===== config.mk =====
export PLATFORM = sky130hd
export DESIGN_NAME = els_originator
export DESIGN_NICKNAME = d
export VERILOG_FILES = /design/src/verilog/els_pkg.sv /design/src/verilog/els_timer.sv /design/src/verilog/els_originator.sv
export VERILOG_INCLUDE_DIRS = /design/src /design/src/verilog
export SDC_FILE = /design/constraint.sdc
export NUM_CORES = 1
export LEC_CHECK = 0
export ABC_AREA = 1
export BUFFER_PORTS_ARGS = -buffer_cell sky130_fd_sc_hd__buf_2
export CAP_MARGIN = 5
export CORE_AREA = 3 3 137 139
export DETAILED_ROUTE_END_ITERATION = 8
export DIE_AREA = 0 0 140 142
export GPL_ROUTABILITY_DRIVEN = 0
export GPL_TIMING_DRIVEN = 0
export PLACE_DENSITY = 0.85
export SYNTH_ARGS = -nofsm -noshare
export SYNTH_HDL_FRONTEND = slang
export SYNTH_HIERARCHICAL = 1
export SYNTH_SLANG_ARGS = --single-unit

===== constraint.sdc =====
create_clock -name i_clock -period 3.5 [get_ports i_clock]
set_clock_uncertainty 0.15 [all_clocks]
set_input_delay 0.35 -clock i_clock [delete_from_list [all_inputs] [get_ports i_clock]]
set_output_delay 0.35 -clock i_clock [all_outputs]
set_load 0.01 [all_outputs]

===== src/verilog/els_cfg.svh =====
// Constants for the link service originator: codes, payload layout, timing.
// Assumes one 250 MHz clock; included by bare name where needed.
`ifndef ELS_CFG_SVH
`define ELS_CFG_SVH

// Clock and timer base
`define CLK_PERIOD_NS 4
`define TICK_PERIOD_NS 1000
`define TICK_CYCLES (`TICK_PERIOD_NS / `CLK_PERIOD_NS)
`define TICK_CNT_W 8
`define TOV_W 24

// Command and reply codes
`define ELS_CMD_ADVC 8'h0D
`define ELS_CODE_ACC 8'h02
`define ELS_PAD_ZERO 24'h000000

// Advise credit payload layout (word indexes)
`define ADVC_WORDS 5'd29
`define ADVC_CMD_WORD 5'd0
`define ADVC_C2_WORD0 5'd13
`define ADVC_C2_CRED 5'd15
`define ADVC_C3_WORD0 5'd17
`define ADVC_C3_CRED 5'd19
`define CLS_VALID_BIT 31
`define CRED_W 16

// Framing and retries
`define FRAME_WORDS 3'd7
`define MAX_EXCH_RETRY 2'd3

`endif


===== src/verilog/els_pkg.sv =====
// Types shared by the link service originator.
// Assumes els_cfg.svh holds the numeric constants.
`default_nettype none
package els_pkg;

    // Originator sequencing states
    typedef enum logic [3:0] {
        ST_IDLE = 4'h0,
        ST_SEND = 4'h1,
        ST_WAIT_REPLY = 4'h2,
        ST_SEND_ABTS = 4'h3,
        ST_WAIT_ABTS_ACK = 4'h4,
        ST_WAIT_BA = 4'h5,
        ST_SEND_ABTS_LS = 4'h6,
        ST_WAIT_LS_ACK = 4'h7,
        ST_FINISH = 4'h8
    } orig_state_e;

endpackage
`default_nettype wire


===== src/verilog/els_timer.sv =====
// Microsecond timeout counter for reply and acknowledge waits.
// Assumes one clock; a start pulse reloads, expiry is a one-cycle pulse.
`timescale 1ns/1ps
`default_nettype none
`include "els_cfg.svh"

module els_timer (
    // Clock and reset
    input wire logic i_clock,
    input wire logic i_rst_n,
    // Control
    input wire logic i_start,
    input wire logic [`TOV_W:0] i_limit_us,
    // Status
    output logic o_expired
);

    logic [`TICK_CNT_W-1:0] tick_cnt; // Divider toward 1 us
    logic tick; // One-cycle microsecond enable
    logic [`TOV_W:0] us_cnt; // Microseconds left
    logic running; // Timer armed

    assign tick = (tick_cnt == `TICK_CNT_W'(`TICK_CYCLES - 1));

    // Microsecond divider, realigned on start
    always_ff @(posedge i_clock or negedge i_rst_n) begin
        if (!i_rst_n) begin
            tick_cnt <= '0;
        end else if (i_start || tick) begin
            tick_cnt <= '0;
        end else begin
            tick_cnt <= tick_cnt + 1'b1;
        end
    end

    // Countdown; a start always wins over a pending expiry
    always_ff @(posedge i_clock or negedge i_rst_n) begin
        if (!i_rst_n) begin
            us_cnt <= '0;
            running <= 1'b0;
            o_expired <= 1'b0;
        end else if (i_start) begin
            us_cnt <= i_limit_us;
            running <= 1'b1;
            o_expired <= 1'b0;
        end else if (running && tick) begin
            // Zero limit expires on the first tick
            if (us_cnt <= 1) begin
                running <= 1'b0;
                o_expired <= 1'b1;
            end else begin
                us_cnt <= us_cnt - 1'b1;
                o_expired <= 1'b0;
            end
        end else begin
            o_expired <= 1'b0;
        end
    end

endmodule // els_timer
`default_nettype wire


===== src/verilog/els_originator.sv =====
// Link service request originator: sends a request sequence, waits for
// the reply, and handles abort and retry toward the remote port.
// Assumes the link side takes words on o_tx_valid & i_tx_ready and
// reports reply, acknowledge and basic accept events as one-cycle pulses.
`timescale 1ns/1ps
`default_nettype none
`include "els_cfg.svh"

module els_originator
    import els_pkg::*;
(
    // Clock and reset
    input wire logic i_clock,
    input wire logic i_rst_n,
    // User request
    input wire logic i_start,
    input wire logic [7:0] i_cmd,
    input wire logic [1:0] i_class,
    input wire logic i_logged_in,
    input wire logic [4:0] i_req_len,
    input wire logic [31:0] i_req_word,
    input wire logic i_adv_valid2,
    input wire logic [`CRED_W-1:0] i_adv_credit2,
    input wire logic i_adv_valid3,
    input wire logic [`CRED_W-1:0] i_adv_credit3,
    // Timeout configuration in microseconds
    input wire logic [`TOV_W-1:0] i_ra_tov_us,
    input wire logic [`TOV_W-1:0] i_ed_tov_us,
    // User status
    output logic [4:0] o_req_index,
    output logic o_busy,
    output logic o_done,
    output logic o_accepted,
    output logic o_failed,
    // Link transmit
    input wire logic i_tx_ready,
    output logic o_tx_valid,
    output logic [31:0] o_tx_data,
    output logic o_tx_sof,
    output logic o_tx_eof,
    output logic o_tx_si,
    output logic [1:0] o_tx_class,
    output logic [15:0] o_tx_ox_id,
    output logic [7:0] o_tx_seq_id,
    output logic o_tx_discard_policy,
    output logic o_tx_default_login,
    // Link abort requests
    input wire logic i_abts_ready,
    output logic o_abts_valid,
    output logic o_abts_exchange,
    // Link receive events
    input wire logic i_rx_reply,
    input wire logic [7:0] i_rx_reply_code,
    input wire logic i_rx_reply_last,
    input wire logic i_rx_ack_abort,
    input wire logic i_rx_abts_ack,
    input wire logic i_rx_ba_acc
);

    orig_state_e state; // Sequencer state
    logic [7:0] cmd; // Latched command code
    logic logged_in; // Latched login state
    logic [4:0] total; // Words in this request
    logic [4:0] word_idx; // Next word to load
    logic [2:0] frame_cnt; // Word position in frame
    logic seq_retried; // Sequence retry used
    logic [1:0] exch_retries; // New exchanges used
    logic v2, v3; // Latched class validity
    logic [`CRED_W-1:0] c2, c3; // Latched credits
    logic tmr_start; // Timer reload pulse
    logic [`TOV_W:0] tmr_limit; // Timer reload value
    logic tmr_expired; // Timer expiry pulse

    // Credit advice payload word by index
    function automatic logic [31:0] advc_word(input logic [4:0] idx);
        logic [31:0] w;
        w = '0;
        unique case (idx)
            `ADVC_CMD_WORD: w = {`ELS_CMD_ADVC, `ELS_PAD_ZERO};
            `ADVC_C2_WORD0: w[`CLS_VALID_BIT] = v2;
            `ADVC_C2_CRED: w[`CRED_W-1:0] = c2;
            `ADVC_C3_WORD0: w[`CLS_VALID_BIT] = v3;
            `ADVC_C3_CRED: w[`CRED_W-1:0] = c3;
            default: w = '0;
        endcase
        return w;
    endfunction

    // Word selection and handshake decode
    wire is_advc = (cmd == `ELS_CMD_ADVC);
    wire [31:0] plain_word = (word_idx == 5'd0) ? {cmd, `ELS_PAD_ZERO} : i_req_word;
    wire [31:0] next_word = is_advc ? advc_word(word_idx) : plain_word;
    wire slot_free = !o_tx_valid || i_tx_ready;
    wire more_words = (word_idx < total);
    wire last_word = (word_idx == total - 5'd1);
    wire frame_end = (frame_cnt == `FRAME_WORDS) || last_word;
    wire timed_out = tmr_expired && !tmr_start;
    wire can_retry = (exch_retries != `MAX_EXCH_RETRY);
    wire [`TOV_W:0] reply_limit = {i_ra_tov_us, 1'b0};
    wire [`TOV_W:0] ed_limit = {1'b0, i_ed_tov_us};
    wire reply_ok = (i_rx_reply_code == `ELS_CODE_ACC);

    // Reply and acknowledge timer
    els_timer u_timer (
        .i_clock(i_clock),
        .i_rst_n(i_rst_n),
        .i_start(tmr_start),
        .i_limit_us(tmr_limit),
        .o_expired(tmr_expired)
    );

    // Per-exchange attributes held for the whole exchange and its retries
    always_ff @(posedge i_clock or negedge i_rst_n) begin
        if (!i_rst_n) begin
            cmd <= '0;
            total <= '0;
            logged_in <= 1'b0;
            o_tx_class <= '0;
            {v2, v3, c2, c3} <= '0;
        end else if (state == ST_IDLE && i_start) begin
            cmd <= i_cmd;
            total <= (i_cmd == `ELS_CMD_ADVC) ? `ADVC_WORDS : i_req_len;
            logged_in <= i_logged_in;
            o_tx_class <= i_class;
            {v2, v3, c2, c3} <= {i_adv_valid2, i_adv_valid3, i_adv_credit2, i_adv_credit3};
        end
    end

    // Login-dependent link attributes
    always_ff @(posedge i_clock or negedge i_rst_n) begin
        if (!i_rst_n) begin
            o_tx_discard_policy <= 1'b0;
            o_tx_default_login <= 1'b1;
        end else begin
            o_tx_discard_policy <= logged_in;
            o_tx_default_login <= !logged_in;
        end
    end

    // Sequencer: send, wait, abort, retry
    always_ff @(posedge i_clock or negedge i_rst_n) begin
        if (!i_rst_n) begin
            state <= ST_IDLE;
            word_idx <= '0;
            frame_cnt <= '0;
            seq_retried <= 1'b0;
            exch_retries <= '0;
            o_tx_ox_id <= '0;
            o_tx_seq_id <= '0;
            o_tx_valid <= 1'b0;
            o_tx_data <= '0;
            o_tx_sof <= 1'b0;
            o_tx_eof <= 1'b0;
            o_tx_si <= 1'b0;
            o_abts_valid <= 1'b0;
            o_abts_exchange <= 1'b0;
            tmr_start <= 1'b0;
            tmr_limit <= '0;
            o_done <= 1'b0;
            o_accepted <= 1'b0;
            o_failed <= 1'b0;
        end else begin
            tmr_start <= 1'b0;
            o_done <= 1'b0;
            unique case (state)
                ST_IDLE: begin
                    if (i_start) begin
                        // Fresh exchange for every request
                        o_tx_ox_id <= o_tx_ox_id + 16'h0001;
                        o_tx_seq_id <= o_tx_seq_id + 8'h01;
                        word_idx <= '0;
                        frame_cnt <= '0;
                        seq_retried <= 1'b0;
                        exch_retries <= '0;
                        o_accepted <= 1'b0;
                        o_failed <= 1'b0;
                        state <= ST_SEND;
                    end
                end
                ST_SEND: begin
                    if (slot_free && more_words) begin
                        // Frames of several words
                        o_tx_valid <= 1'b1;
                        o_tx_data <= next_word;
                        o_tx_sof <= (frame_cnt == 3'd0);
                        o_tx_eof <= frame_end;
                        o_tx_si <= last_word;
                        frame_cnt <= frame_end ? 3'd0 : frame_cnt + 3'd1;
                        word_idx <= word_idx + 5'd1;
                    end else if (slot_free) begin
                        // Last word gone: wait for reply
                        o_tx_valid <= 1'b0;
                        tmr_start <= 1'b1;
                        tmr_limit <= reply_limit;
                        state <= ST_WAIT_REPLY;
                    end
                end
                ST_WAIT_REPLY: begin
                    if (i_rx_reply && i_rx_reply_last) begin
                        // Reply closes the exchange
                        o_accepted <= reply_ok;
                        o_done <= 1'b1;
                        state <= ST_FINISH;
                    end else if (i_rx_ack_abort) begin
                        // Second abort on a retried sequence escalates
                        o_abts_valid <= 1'b1;
                        o_abts_exchange <= seq_retried;
                        state <= seq_retried ? ST_SEND_ABTS_LS : ST_SEND_ABTS;
                    end else if (timed_out) begin
                        o_abts_valid <= 1'b1;
                        o_abts_exchange <= 1'b1;
                        state <= ST_SEND_ABTS_LS;
                    end
                end
                ST_SEND_ABTS: begin
                    if (i_abts_ready) begin
                        o_abts_valid <= 1'b0;
                        tmr_start <= 1'b1;
                        tmr_limit <= ed_limit;
                        state <= ST_WAIT_ABTS_ACK;
                    end
                end
                ST_WAIT_ABTS_ACK: begin
                    if (i_rx_abts_ack) begin
                        tmr_start <= 1'b1;
                        tmr_limit <= ed_limit;
                        state <= ST_WAIT_BA;
                    end else if (timed_out) begin
                        o_abts_valid <= 1'b1;
                        o_abts_exchange <= 1'b1;
                        state <= ST_SEND_ABTS_LS;
                    end
                end
                ST_WAIT_BA: begin
                    if (i_rx_ba_acc) begin
                        // Single resend of the sequence, same exchange
                        seq_retried <= 1'b1;
                        o_tx_seq_id <= o_tx_seq_id + 8'h01;
                        word_idx <= '0;
                        frame_cnt <= '0;
                        state <= ST_SEND;
                    end else if (timed_out) begin
                        o_abts_valid <= 1'b1;
                        o_abts_exchange <= 1'b1;
                        state <= ST_SEND_ABTS_LS;
                    end
                end
                ST_SEND_ABTS_LS: begin
                    if (i_abts_ready) begin
                        o_abts_valid <= 1'b0;
                        tmr_start <= 1'b1;
                        tmr_limit <= ed_limit;
                        state <= ST_WAIT_LS_ACK;
                    end
                end
                ST_WAIT_LS_ACK: begin
                    // Acknowledged or timed out: new exchange if allowed
                    if (i_rx_abts_ack || timed_out) begin
                        if (can_retry) begin
                            o_tx_ox_id <= o_tx_ox_id + 16'h0001;
                            o_tx_seq_id <= o_tx_seq_id + 8'h01;
                            exch_retries <= exch_retries + 2'd1;
                            seq_retried <= 1'b0;
                            word_idx <= '0;
                            frame_cnt <= '0;
                            state <= ST_SEND;
                        end else begin
                            o_failed <= 1'b1;
                            o_done <= 1'b1;
                            state <= ST_FINISH;
                        end
                    end
                end
                ST_FINISH: begin
                    state <= ST_IDLE;
                end
                default: begin
                    state <= ST_IDLE;
                end
            endcase
        end
    end

    // Index of the word loaded at the next edge, so the user's word lines up
    assign o_req_index = word_idx;

    // User-visible progress
    always_ff @(posedge i_clock or negedge i_rst_n) begin
        if (!i_rst_n) begin
            o_busy <= 1'b0;
        end else begin
            o_busy <= (state != ST_IDLE) || i_start;
        end
    end

endmodule // els_originator
`default_nettype wire


==> summary.md <==
| Metric | Value |
|---|---|
| Fin Setup TNS | 0 ns |
| Max Freq | 0.393 GHz |
| Hold endpoint | o_tx_data[27] |
| Largest family of logic cells by synthesized area | simple AND/OR/NAND/NOR gates |
| TritonRoute pass-1 iters | 7 |
| RR Endpoint | tmr_limit[6] |
| Hold Crit Depth | 3 |
| Largest net degree at the start of global routing | 106 |
| LEAKAGE | 6.96 nW |
| CTS buffer count | 17 |
| Layout area overhead | 24.5% |
| WP data required | 3.68 ns |
| Number of global-route vias before repair | 10613 |
| Post-Synth XOR/XNOR Area | 2.00% |
| Final setup violation count | 0 |
| CP Class | reg2reg |
| Die Span X | 140 µm |
| Post-detail-place hpwl | 22.4 mm |
| Drt initial violations | 1034 |
| CTS Sinks | 194 |
| ANT nets after route | 0 |
| CTS max path bufs | 2 |
| Initial Utilization | 59.0% |
| Hold-fix buffers, CTS | 53 |
| Simple-Gate Fraction of Synth Area | 32.5% |
| Fin Hold WS | 0.00937 ns |
| Clk_lat worst skew | 0.44 ns |
| Max-slew violation count | 0 |
| Tot GR Track Use | 32.1% |
| Chip height | 142 µm |
| Worst reg2reg path depth | 10 |
| Synth Cell Area | 10500 µm² |
| Setup Fix Bufs, Post-CTS | 0 |
| Seq/Total Area, Yosys | 46.3% |
| Syn Nets | 1580 |
| Worst rel slew slack | 52.8% |
| Worst path slowest cell | dfrtp_1 |
| CTS tree | done |
| Fin cells | 1949 |
| Compound-Gate Fraction of Synth Area | 8.98% |
| Port Buffers | 222 |
| Worst slew pin tran | 0.708 ns |
| Final min period | 2.54 ns |
| Root Driver | clkbuf_16 |
| Vias per inst | 5.62 |
| Hold Crit Class | in2reg |
| Post-synthesis async set-or-reset flop share | 100% |
| Main synth FF type | dfrtp_1 |
| I/O pins | 223 |
| Adder-cell share of the synthesized area | 2.38% |
| Initial antenna violation count | 0 |
| CP Capture Type | register |
| Final layout net count | 1875 |
| Total power draw | 11.5 mW |
| GRT overflow | 0 |
| Post-route cell area | 13100 µm² |
| Core area | 17800 µm² |
| HP Start | i_req_word[27] |
| Post-Route Utilization | 73.5% |
| Status | complete, no violations |
| Reg2reg start | o_req_index[4] |
| Placement Setup Slack | 1.01 ns |
| DR vias | 10953 |
| Cell Area, Placed | 11900 µm² |
| Post-CTS sizing | 0 |
| WP data arrival | 2.72 ns |
| Startpoint Class | register |
| N_diodes | 0 |
| Top cell type by total area after synthesis | dfrtp_1 |
| Std-Cell Rows | 49 |
| Synth Instances | 1412 |
| Max incr delay on CP | 0.50 ns |
| Pwr Density | 880 nW/µm² |
| Yosys reg bits | 194 |
| Die Area | 19900 µm² |
| Tcrit/Tclk final | 72.7% |
| Yosys top cell area share | 46.0% |
| Max-cap viol count | 0 |
| Synth cell types | 45 |
| RSZ-0062 raised after global routing | false |
| Drt wl/cell | 16.6 µm |
| Final Hold Fails | 0 |
| Peak supply drop | 510 µV |
| Number of synthesized flops with an enable pin | 0 |
| CP cell instances | ha_1 > nand2_1 > inv_1 > nand2_1 > nand2_1 > o21ai_2 > nand2_2 > buf_2 > nand2_1 > nand2_1 |
| Avg Synthesized Cell Area | 7.43 µm² |
| Yosys warning count | 6 |
| Drc violations | 0 |
| Proportion of synthesized area in mux cells | 0% |
| First-pass GRT wire length | 52.0 mm |
| CTS clk-pin slew, worst paths | 0.08 ns |
| Crit path max fanout | 10 |
| Final WL | 32.4 mm |
| Synth area leaders | dfrtp_1, nand2_1, nand3_1, inv_1, o21ai_0 |
| Share of layout cells above drive strength 1 | 18.8% |
| CTS H-Tree Depth | 4 |
| Setup slack, reg-to-reg | 0.96 ns |
| Most used cell, CP | nand2_1 |
| Inst Count DP | 1864 |
| Worst setup margin | 0.956 ns |
-- worst max-delay path by stage --
stage              startpoint       endpoint  depth (start not counted)
6_report       o_req_index[4]   tmr_limit[6]                         10
3_5_place_dp   o_req_index[4]   tmr_limit[6]                         10
3_3_place_gp          i_rst_n   o_tx_data[1]                          1
5_1_grt        o_req_index[4]   tmr_limit[6]                         10
4_1_cts        o_req_index[4]   tmr_limit[6]                         10
2_1_floorplan  o_req_index[4]  tmr_limit[10]                         10
-- cell usage after synthesis (9+ instances only) --
master and n:
nand4_1 25, nor3_1 10, a21oi_1 40, nor2_2 9, ha_1 20, nand3_1 116, dfrtp_1 193, o22ai_1 17
buf_2 18, inv_1 139, clkbuf_1 19, nand2_1 514, buf_4 9, o21ai_0 88, xor2_1 19, nor2_1 111
-- routing by layer --
layer / vias to the layer above / global-route usage (%) / part of all wire (%)
li1: 5093 / - / -
met1: 5137 / 39.7 / 39
met2: 585 / 53.7 / 48
met3: 138 / 6.89 / 8.3
met4: 0 / 16.6 / 4.9
met5: - / 0 / 0
-- layout by cell type (no fill, tap or decap), drive strengths merged, types with 3 or more instances in the layout --
master	netlist	layout
ha	20	20
nand2	523	523
nand3	119	119
dfrtp	193	193
clkbuf	19	36
dlygate4sd3	0	53
buf	31	254
a31oi	6	6
inv	145	152
a21oi	41	41
nand3b	3	3
nor3	10	10
nand4	25	25
o31ai	4	4
nor2	123	123
o22ai	17	17
clkinv	1	9
xnor2	5	5
o21ai	95	95
xor2	19	19
-- power by group --
group          switching, mW  internal [mW]  leakage [nW]
registers              0.695           3.21          2.44
logic                   3.73           1.86          4.21
clock network           1.03          0.977         0.296
-- registers in the layout (all words and copies together), names as in the netlist, 2 cells and up --
name	flops
total	5
o_tx_data	32
o_req_index	5
u_timer/tick_cnt	8
o_tx_class	2
tmr_limit	25
u_timer/us_cnt	25
cmd	8
frame_cnt	3
c3	16
exch_retries	2
o_tx_seq_id	8
c2	16
o_tx_ox_id	16
state	4
-- cells by family after synthesis --
logic type,Yosys count
adders and majority gates,20
AOI/OAI and AO/OA,169
and+or+nand+nor,809
DFF,194
xor gates and xnor gates,24
buffers and inverters,196
-- cell type report --
type	instances	area [µm²]
tap	229	287
clock inverter	15	185
clock buffer	17	425
multi-input combinational	1022	4820
fill	1290	4710
inverter	146	549
sequential	194	4860
buffer	50	274
timing repair buffer	276	1680
-- critical path, delay by kind of cell, from the launching register on --
family / cells / cell delay [ns]
AOI/OAI and AO/OA: 1 / 0.39
adders and majority gates: 1 / 0.39
buffers and inverters: 2 / 0.28
DFF: 1 / 0.50
and+or+nand+nor: 6 / 0.71
Power figures use the tool's default switching activity.
